**src/common/clock_manager_map.svh**
```systemverilog
// Constants of the clock manager output and status block.
// Assumes the includer supplies widths through these macros only.
`ifndef CLOCK_MANAGER_MAP_SVH
`define CLOCK_MANAGER_MAP_SVH

// Period counters, in system clock cycles
`define CM_PW 12
`define CM_MIN_PER 12'h004
// Reference cycles of steady period before lock
`define CM_LOCK_REFS 2048
// Reference edges with no feedback edge
`define CM_FB_STOP_REFS 8'h02
`define CM_FB_LOSS_REFS 8'h40
// Quiet reference periods before synth output counts as dead
`define CM_FX_DEAD_REFS 9'h102
// Phase shift range and step latency in shift clocks
`define CM_SHIFT_LIMIT 10'sh0FF
`define CM_STEP_PSCLKS 4'h4
// Status word bit positions
`define CM_ST_OVF 0
`define CM_ST_REF 1
`define CM_ST_FX 2
`define CM_ST_FB 3
// Output clock bit positions
`define CM_CO_ZERO 0
`define CM_CO_QTR 1
`define CM_CO_HALF 2
`define CM_CO_TQ 3
`define CM_CO_DBL 4
`define CM_CO_DBLN 5
`define CM_CO_DIV 6
`define CM_CO_FX 7
`define CM_CO_FXN 8

`endif

```
**src/common/clock_manager_pkg.sv**
```systemverilog
// Types of the clock manager output and status block.
// Assumes clock_manager_map.svh is on the include path.
`include "clock_manager_map.svh"

package clock_manager_pkg;

    typedef enum logic [1:0] {LK_WAIT, LK_ACQ, LK_LOCKED, LK_LOST} lock_e;

    typedef struct packed {
        lock_e lk;
        logic ref_p;
        logic fb_p;
        logic ps_p;
        logic halve;
        logic [`CM_PW-1:0] since_ref;
        logic [`CM_PW-1:0] per;
        logic [`CM_PW-1:0] ph;
        logic [`CM_PW-1:0] same;
        logic [7:0] fb_refs;
        logic ref_stop;
        logic fb_stop;
        logic [5:0] dv;
        logic [5:0] dcnt;
        logic [17:0] acc;
        logic [`CM_PW-1:0] fx_sys;
        logic [8:0] fx_refs;
        logic fx_dead;
        logic fx_prev;
        logic signed [9:0] off;
        logic ps_busy;
        logic [3:0] ps_wait;
        logic ovf;
        logic done;
        logic [8:0] clk_o;
        logic [15:0] stat;
        logic rdy;
    } state_s;

endpackage

```
**src/logic/clock_manager.sv**
```systemverilog
// Clock manager output side: derived clocks, lock, shift done, status.
// Assumes all inputs are synchronous to clk_sys_in, which oversamples
// the reference, feedback and shift clocks by at least four.
//
// Operation
// - Nine output clocks, fixed phase to reference when feedback is used.
// - Without feedback, outputs free-run but keep relative phase.
// - Zero-phase output runs at reference rate, halved when option set.
// - Three more 1x outputs delayed by quarter, half, three quarters.
// - Doubled output twice zero-phase rate, aligned, even duty.
// - Before lock, doubled output is a 1x clock, quarter high.
// - Inverted doubled output is the complement of doubled output, a half period shift once locked.
// - Divided output aligned to zero-phase, twice reference over divide value.
// - Synth output runs at reference times multiplier over divisor.
// - Synth rising edges coincide with zero-phase every divisor cycles.
// - Inverted synth output is synth output shifted half period.
// - After reset, sample thousands of reference cycles, then raise lock.
// - With hold_config_until_lock option, hold configuration done until lock.
// - Shift done pulses one shift clock period when a step completes.
// - Status bit 0 flags a shift beyond the allowed range.
// - Status bit 1 flags stopped reference within nine cycles.
// - Status bit 2 flags synth stop after 257-260 cycles, sticky.
// - All status bits stay low while lock is low.
// - Reconfiguration ready answers each reconfiguration request.
// - With request low, data output presents the status bits.
// - Restart forces lock, status and clocks low; release relocks.
`timescale 1ns/1ns
`default_nettype none
`include "clock_manager_map.svh"

module clock_manager
    import clock_manager_pkg::*;
#(
    parameter int LOCK_REF_CYCLES = `CM_LOCK_REFS
) (
    input wire logic clk_sys_in,
    input wire logic resetn_in,
    input wire logic restart_in,
    input wire logic reference_input_clock_in,
    input wire logic feedback_input_clock_in,
    input wire logic feedback_connected_in,
    input wire logic input_halving_option_in,
    input wire logic [5:0] divider_setting_in,
    input wire logic [5:0] synth_multiplier_in,
    input wire logic [5:0] synth_divisor_in,
    input wire logic hold_config_until_lock_in,
    input wire logic shift_step_clock_in,
    input wire logic shift_request_in,
    input wire logic shift_increment_in,
    input wire logic reconfig_request_in,
    output logic zero_phase_output_out,
    output logic quarter_phase_output_out,
    output logic half_phase_output_out,
    output logic three_quarter_phase_output_out,
    output logic doubled_output_out,
    output logic doubled_inverted_output_out,
    output logic divided_output_out,
    output logic synthesized_output_out,
    output logic synthesized_inverted_output_out,
    output logic locked_out,
    output logic shift_done_pulse_out,
    output logic [15:0] clock_monitor_status_word_out,
    output logic reconfig_ready_out,
    output logic config_hold_out
);

    // ****************************************************************
    // Helpers
    // ****************************************************************
    function automatic logic rise(input logic p, input logic c);
        rise = c && !p;
    endfunction

    function automatic logic [`CM_PW-1:0] sat_inc(
        input logic [`CM_PW-1:0] v);
        sat_inc = (&v) ? v : v + 1'b1;
    endfunction

    state_s q, d;
    logic rr, re, fr, pr, valid, close, locked_n, coin, fxv;
    logic [`CM_PW-1:0] new_per, h, qt, tq;
    logic [17:0] modv, acc_n;
    logic signed [9:0] nx;
    logic [15:0] stat;

    // ****************************************************************
    // Next state
    // ****************************************************************
    always_comb begin
        d = q;
        rr = rise(q.ref_p, reference_input_clock_in);
        fr = rise(q.fb_p, feedback_input_clock_in);
        pr = rise(q.ps_p, shift_step_clock_in);
        d.ref_p = reference_input_clock_in;
        d.fb_p = feedback_input_clock_in;
        d.ps_p = shift_step_clock_in;
        // Toggle stage halves the effective reference
        d.halve = q.halve ^ rr;
        re = rr && (!input_halving_option_in || !q.halve);
        valid = q.per >= `CM_MIN_PER;
        new_per = sat_inc(q.since_ref);
        close = (new_per <= q.per + 1'b1) && (q.per <= new_per + 1'b1);

        // Period measure and reference stop
        d.since_ref = re ? '0 : sat_inc(q.since_ref);
        if (re) begin
            d.per = new_per;
        end
        d.ref_stop = !re && valid &&
            (q.ref_stop || q.since_ref >= q.per);

        // Feedback watch in reference edges
        if (fr) begin
            d.fb_refs = '0;
        end else if (re && !(&q.fb_refs)) begin
            d.fb_refs = q.fb_refs + 1'b1;
        end
        d.fb_stop = feedback_connected_in && !fr &&
            (q.fb_stop || d.fb_refs >= `CM_FB_STOP_REFS);

        // Lock sequence
        unique case (q.lk)
            LK_WAIT: begin
                d.same = '0;
                if (re) begin
                    d.lk = LK_ACQ;
                end
            end
            LK_ACQ: begin
                if (re) begin
                    if (!close || new_per < `CM_MIN_PER) begin
                        d.same = '0;
                    end else if (q.same >= `CM_PW'(LOCK_REF_CYCLES - 1))
                    begin
                        d.lk = LK_LOCKED;
                    end else begin
                        d.same = q.same + 1'b1;
                    end
                end
            end
            LK_LOCKED: begin
                if (feedback_connected_in &&
                    q.fb_refs >= `CM_FB_LOSS_REFS) begin
                    d.lk = LK_LOST;
                end
            end
            LK_LOST: begin
                d.lk = LK_LOST;
            end
        endcase
        locked_n = d.lk == LK_LOCKED;

        // Phase counter; realigned to the reference only with feedback
        if (q.ref_stop) begin
            d.ph = q.ph;
        end else if ((re && feedback_connected_in) ||
            q.ph >= q.per - 1'b1) begin
            d.ph = '0;
        end else begin
            d.ph = q.ph + 1'b1;
        end
        h = q.per >> 1;
        qt = q.per >> 2;
        tq = h + qt;
        d.clk_o = '0;
        if (valid) begin
            d.clk_o[`CM_CO_ZERO] = d.ph < h;
            d.clk_o[`CM_CO_QTR] = d.ph >= qt && d.ph < tq;
            d.clk_o[`CM_CO_HALF] = d.ph >= h;
            d.clk_o[`CM_CO_TQ] = !(d.ph >= qt && d.ph < tq);
            if (locked_n) begin
                d.clk_o[`CM_CO_DBL] = d.ph < qt ||
                    (d.ph >= h && d.ph < tq);
            end else begin
                d.clk_o[`CM_CO_DBL] = d.ph < qt;
            end
            d.clk_o[`CM_CO_DBLN] = !d.clk_o[`CM_CO_DBL];
        end

        // Divider counts half periods of the effective reference
        if (d.ph != q.ph && (d.ph == '0 || d.ph == h)) begin
            d.dv = (q.dv >= divider_setting_in - 1'b1) ? '0 :
                q.dv + 1'b1;
        end
        if (valid) begin
            d.clk_o[`CM_CO_DIV] = d.dv < (divider_setting_in >> 1);
        end

        // Synthesizer: accumulator realigned every divisor cycles
        if (re) begin
            d.dcnt = (q.dcnt >= synth_divisor_in - 1'b1) ? '0 :
                q.dcnt + 1'b1;
        end
        coin = re && d.dcnt == '0;
        modv = 18'(synth_divisor_in) * 18'(q.per);
        acc_n = q.acc + 18'(synth_multiplier_in);
        if (acc_n >= modv) begin
            acc_n = acc_n - modv;
        end
        if (coin) begin
            d.acc = '0;
            // Divider realigned only while locking, keeps its own rate
            if (!locked_n) begin
                d.dv = '0;
            end
        end else if (!q.ref_stop && !q.fx_dead) begin
            d.acc = acc_n;
        end
        fxv = valid && !q.fx_dead && d.acc < (modv >> 1);
        d.clk_o[`CM_CO_FX] = fxv;
        d.clk_o[`CM_CO_FXN] = valid && !q.fx_dead && !fxv;

        // Synth stop watch counts quiet reference periods
        d.fx_prev = fxv;
        if (fxv != q.fx_prev) begin
            d.fx_sys = '0;
            d.fx_refs = '0;
        end else if (q.fx_sys >= q.per - 1'b1) begin
            d.fx_sys = '0;
            if (!(&q.fx_refs)) begin
                d.fx_refs = q.fx_refs + 1'b1;
            end
        end else begin
            d.fx_sys = q.fx_sys + 1'b1;
        end
        if (locked_n && q.fx_refs >= `CM_FX_DEAD_REFS) begin
            d.fx_dead = 1'b1;
        end

        // Phase shift steps on shift clock edges
        nx = q.off + (shift_increment_in ? 10'sh001 : -10'sh001);
        if (pr) begin
            d.done = 1'b0;
            if (q.ps_busy) begin
                if (q.ps_wait == '0) begin
                    d.ps_busy = 1'b0;
                    d.done = 1'b1;
                end else begin
                    d.ps_wait = q.ps_wait - 1'b1;
                end
            end else if (shift_request_in) begin
                if (nx > `CM_SHIFT_LIMIT || nx < -`CM_SHIFT_LIMIT) begin
                    d.ovf = 1'b1;
                end else begin
                    d.off = nx;
                    d.ovf = 1'b0;
                end
                d.ps_busy = 1'b1;
                d.ps_wait = `CM_STEP_PSCLKS - 1'b1;
            end
        end

        // Status word, masked while unlocked
        stat = '0;
        if (locked_n) begin
            stat[`CM_ST_OVF] = d.ovf;
            stat[`CM_ST_REF] = d.ref_stop;
            stat[`CM_ST_FX] = d.fx_dead;
            stat[`CM_ST_FB] = d.fb_stop;
        end
        d.stat = reconfig_request_in ? '0 : stat;
        d.rdy = reconfig_request_in;

        if (restart_in) begin
            d = '0;
        end
    end

    always_ff @(posedge clk_sys_in) begin
        if (!resetn_in) begin
            q <= '0;
        end else begin
            q <= d;
        end
    end

    // ****************************************************************
    // Outputs
    // ****************************************************************
    assign zero_phase_output_out = q.clk_o[`CM_CO_ZERO];
    assign quarter_phase_output_out = q.clk_o[`CM_CO_QTR];
    assign half_phase_output_out = q.clk_o[`CM_CO_HALF];
    assign three_quarter_phase_output_out = q.clk_o[`CM_CO_TQ];
    assign doubled_output_out = q.clk_o[`CM_CO_DBL];
    assign doubled_inverted_output_out = q.clk_o[`CM_CO_DBLN];
    assign divided_output_out = q.clk_o[`CM_CO_DIV];
    assign synthesized_output_out = q.clk_o[`CM_CO_FX];
    assign synthesized_inverted_output_out = q.clk_o[`CM_CO_FXN];
    assign locked_out = q.lk == LK_LOCKED;
    assign shift_done_pulse_out = q.done;
    assign clock_monitor_status_word_out = q.stat;
    assign reconfig_ready_out = q.rdy;
    assign config_hold_out = hold_config_until_lock_in &&
        !locked_out;
endmodule

`default_nettype wire

```
**config.mk**
```make
export PLATFORM = sky130hd
export DESIGN_NAME = clock_manager
export DESIGN_NICKNAME = d
export VERILOG_FILES = /design/src/common/clock_manager_pkg.sv /design/src/logic/clock_manager.sv
export VERILOG_INCLUDE_DIRS = /design/src /design/src/common
export SDC_FILE = /design/constraint.sdc
export NUM_CORES = 1
export LEC_CHECK = 0
export ABC_AREA = 1
export BUFFER_PORTS_ARGS = -buffer_cell sky130_fd_sc_hd__clkbuf_2
export CAP_MARGIN = 20
export CORE_UTILIZATION = 32
export CTS_CLUSTER_SIZE = 30
export DETAILED_ROUTE_END_ITERATION = 6
export RECOVER_POWER = 50
export SYNTH_ARGS = -nofsm -noshare
export SYNTH_HDL_FRONTEND = slang
export SYNTH_SLANG_ARGS = --single-unit
```
**constraint.sdc**
```tcl
create_clock -name clk_sys_in -period 9.7 [get_ports clk_sys_in]
set_input_delay 1.455 -clock clk_sys_in [delete_from_list [all_inputs] [get_ports clk_sys_in]]
set_output_delay 1.455 -clock clk_sys_in [all_outputs]
set_load 0.005 [all_outputs]
```
==> results.json <==
{
  "yosysSeqAreaShare": 0.197,
  "worst_pin_slew_ns": 2.49,
  "holdBufCountCts": 0,
  "pin_count": 59,
  "ys.flop_type": "dfxtp_1",
  "power_leakage_nw": 8.32,
  "dp_hpwl_um": 31400,
  "initial_core_util": 0.327,
  "design.core.area_um2": 45800,
  "grt_max_degree": 50,
  "antenna_found_initial": 0,
  "end_kind": "flop",
  "pwr-share-comb": 0.511,
  "cp.arrival_ns": 8.82,
  "critPathMostFrequentCell": "nand2_1",
  "ctsResizeCount": 0,
  "cap_violations": 1,
  "crit_path_top_delay_cell": "fa_1",
  "antennaDiodeCount": 0,
  "syn2layout_area_growth_pct": 9.22,
  "failed_checks": "design-rule violations, max-capacitance violations, max-slew violations",
  "intPower_mw": 1.57,
  "io_buffers": 46,
  "clk_pin_slew_ns": 0.07,
  "ys_types": 57,
  "swShare": 0.441,
  "via_per_inst": 4.83,
  "utilization": 0.357,
  "drive_above_1_share": 0.0633,
  "synthCells": 2129,
  "drt_iter0_drc": 670,
  "dp_cells": 2734,
  "cts_max_level": 4,
  "yosys_warnings": 0,
  "period_needed_ns": 8.48,
  "cp_max_fo": 18,
  "p_per_area_nw_per_um2": 172,
  "worstPathRequired_ns": 10.05,
  "die_w_um": 218,
  "holdCritPathClass": "reg -> reg",
  "slew_headroom": -0.657,
  "clockRootBuffer": "clkbuf_16",
  "cts_buffers": 17,
  "synth_edf_count": 0,
  "antenna_left": 0,
  "worst-setup-path-type": "in -> reg",
  "routed_wl_um": 38400,
  "p_sw_mw": 1.24,
  "gr-total-overflow": 0,
  "die_h_um": 218,
  "grt_first_pass_wirelength_um": 64600,
  "netlist_top_cells_area": "dfxtp_1, ha_1, nand2_1",
  "grt_pass1_vias": 13417,
  "max_stage_delay_ns": 0.54,
  "slew_viol_final": 50,
  "finClkSkew_ns": 0.0184,
  "outcome": "complete, but fails checks",
  "rsz0062_at_grt": "no",
  "seq_power_share": 0.231,
  "avgRoutedWirePerCell_um": 13.9,
  "synth_top_area_share": 0.197,
  "fmax_ghz": 0.118,
  "pwr-share-clk": 0.258,
  "vias": 13367,
  "setup_viol": 0,
  "max-vdd-ir-drop_mv": 0.126,
  "synth.avg_cell_area_um2": 7.02,
  "syn_area_um2": 15000,
  "ys_ff_latch": 147,
  "cts_tree": "built",
  "start_kind": "input pin",
  "fin_cells": 2766,
  "synth_area_leader_cell": "dfxtp_1",
  "fin_nets": 2450,
  "cts_setup_buffers": 0,
  "cts_buffer_depth": 2,
  "first_pass_iters": 7,
  "drc": 1,
  "track_usage": 0.167,
  "rows": 78,
  "cts.sinks": 147,
  "dieArea_um2": 47600,
  "clock_latency_ns": 0.43,
  "place_congestion": 0.878,
  "finalHoldViolCount": 0,
  "fin_crit_sh": 0.874,
  "synthArstFlopShare": 0,
  "setup_tns_ns": 0
}
==> logic make-up (layout without fill, tap and decap cells) <==
| family | after synthesis | after routing | share of synthesized area |
|---|---|---|---|
| XOR/XNOR | 139 | 139 | 0.0814 |
| buffers and inverters | 437 | 463 | 0.116 |
| AO/OA/AOI/OAI | 287 | 287 | 0.107 |
| AND/OR/NAND/NOR | 851 | 851 | 0.253 |
| adder cells (fa/ha/maj) | 267 | 267 | 0.246 |
| flip-flops | 147 | 147 | 0.197 |
| other | 1 | 12 | 0.000251 |
==> final cells by class <==
| class | count | area, um^2 |
|---|---|---|
| fill | 4805 | 29400 |
| multi-input combinational | 1556 | 10300 |
| sequential | 147 | 2940 |
| inverter | 380 | 1430 |
| tap | 600 | 751 |
| clock buffer | 17 | 425 |
| timing repair buffer | 51 | 249 |
| clock inverter | 15 | 214 |
==> critical path: cells and delay by family <==
family / cells / cell delay, ns
xor gates and xnor gates: 1 / 0.16
AOI/OAI and AO/OA: 13 / 1.87
and+or+nand+nor: 19 / 2.27
adders and majority gates: 6 / 2.54
buffers and inverters: 5 / 0.50
==> path summary, 6_finish.rpt <==
check	depth (start not counted)	start	slack [ns]	endpoint
setup / recovery	44	synth_divisor_in[5]	1.22	q[54]$_SDFF_PP0_
hold / removal	2	q[41]$_SDFFE_PP0P_	0.49	q[41]$_SDFFE_PP0P_
setup reg to reg	43	h[2]$_SDFFE_PP0P_	1.79	q[54]$_SDFF_PP0_
hold reg to reg	2	q[41]$_SDFFE_PP0P_	0.49	q[41]$_SDFFE_PP0P_
==> metal layers <==
metal / GRT usage / wire length [um]
met5: 0 / 0
met4: 0.0650 / 1090
met3: 0.0212 / 1220
met2: 0.299 / 18800
met1: 0.201 / 17200
==> power groups by stage <==
stage / Sequential (mW) / Combinational [mW] / Clock, mW
global placement: 0.662 / 1.39 / 0
detailed placement: 0.663 / 1.42 / 0
CTS: 0.649 / 1.43 / 0.742
finish: 0.649 / 1.43 / 0.725
global route: 0.652 / 1.64 / 0.766
floorplan: 0.656 / 1.10 / 0
==> registers in the layout (all words and copies together) (netlist names) <==
| name | flops |
|---|---|
| shift_done_pulse_out | 1 |
| synthesized_inverted_output_out | 1 |
| doubled_inverted_output_out | 1 |
| q | 121 |
| doubled_output_out | 1 |
| clock_monitor_status_word_out | 4 |
| divided_output_out | 1 |
| h | 11 |
| reconfig_ready_out | 1 |
| synthesized_output_out | 1 |
| three_quarter_phase_output_out | 1 |
| half_phase_output_out | 1 |
| quarter_phase_output_out | 1 |
| zero_phase_output_out | 1 |
==> placed cells by master (no fill, tap or decap), types with 34 or more instances in the layout <==
master and instances:
inv_1 365, clkbuf_2 34, nand3_1 90, a21oi_1 149, xnor2_1 40, fa_1 45, nor3_1 48, nor2_1 203
o21ai_0 69, dfxtp_1 147, ha_1 222, xor2_1 99, nand2_1 392
==> cells in the mapped netlist, types with 2 or more instances <==
| library cell | n |
|---|---|
| or2_2 | 4 |
| nor2_2 | 16 |
| buf_4 | 18 |
| buf_1 | 3 |
| o21a_1 | 5 |
| o22ai_1 | 13 |
| a31oi_1 | 7 |
| inv_2 | 12 |
| nor3_2 | 6 |
| clkbuf_1 | 32 |
| o221ai_1 | 2 |
| nand4_1 | 31 |
| nand2_2 | 12 |
| or2_1 | 2 |
| nor3b_1 | 7 |
| nor4_1 | 19 |
| ha_1 | 222 |
| o21ai_1 | 2 |
| fa_1 | 45 |
| a211oi_1 | 13 |
| inv_1 | 365 |
| nand3_1 | 90 |
| nor2_1 | 202 |
| o211ai_1 | 6 |
| a21oi_1 | 149 |
| dfxtp_1 | 147 |
| xnor2_1 | 40 |
| xor2_1 | 99 |
| buf_6 | 2 |
| nor4_4 | 2 |
| nand2_1 | 392 |
| nand2_4 | 3 |
| nand3_2 | 7 |
| buf_2 | 2 |
| o21ai_0 | 68 |
| o21bai_1 | 7 |
| nor3_1 | 48 |
| nand3b_1 | 7 |
| a21o_1 | 4 |
==> metrics by stage <==
| stage | setup WS, ns | power [mW] | hold WS, ns | instance area [um^2] |
|---|---|---|---|---|
| 3_3_place_gp | 0.999 | 2.05 | 0.449 | 15700 |
| 3_5_place_dp | 0.810 | 2.08 | 0.458 | 15700 |
| 4_1_cts | 1.20 | 2.82 | 0.494 | 16400 |
| 2_1_floorplan | 1.52 | 1.75 | 0.430 | 15000 |
| 6_report | 1.22 | 2.81 | 0.492 | 16300 |
| 5_1_grt | 0.464 | 3.05 | 0.519 | 16300 |
(Power assumes the default switching activity.)
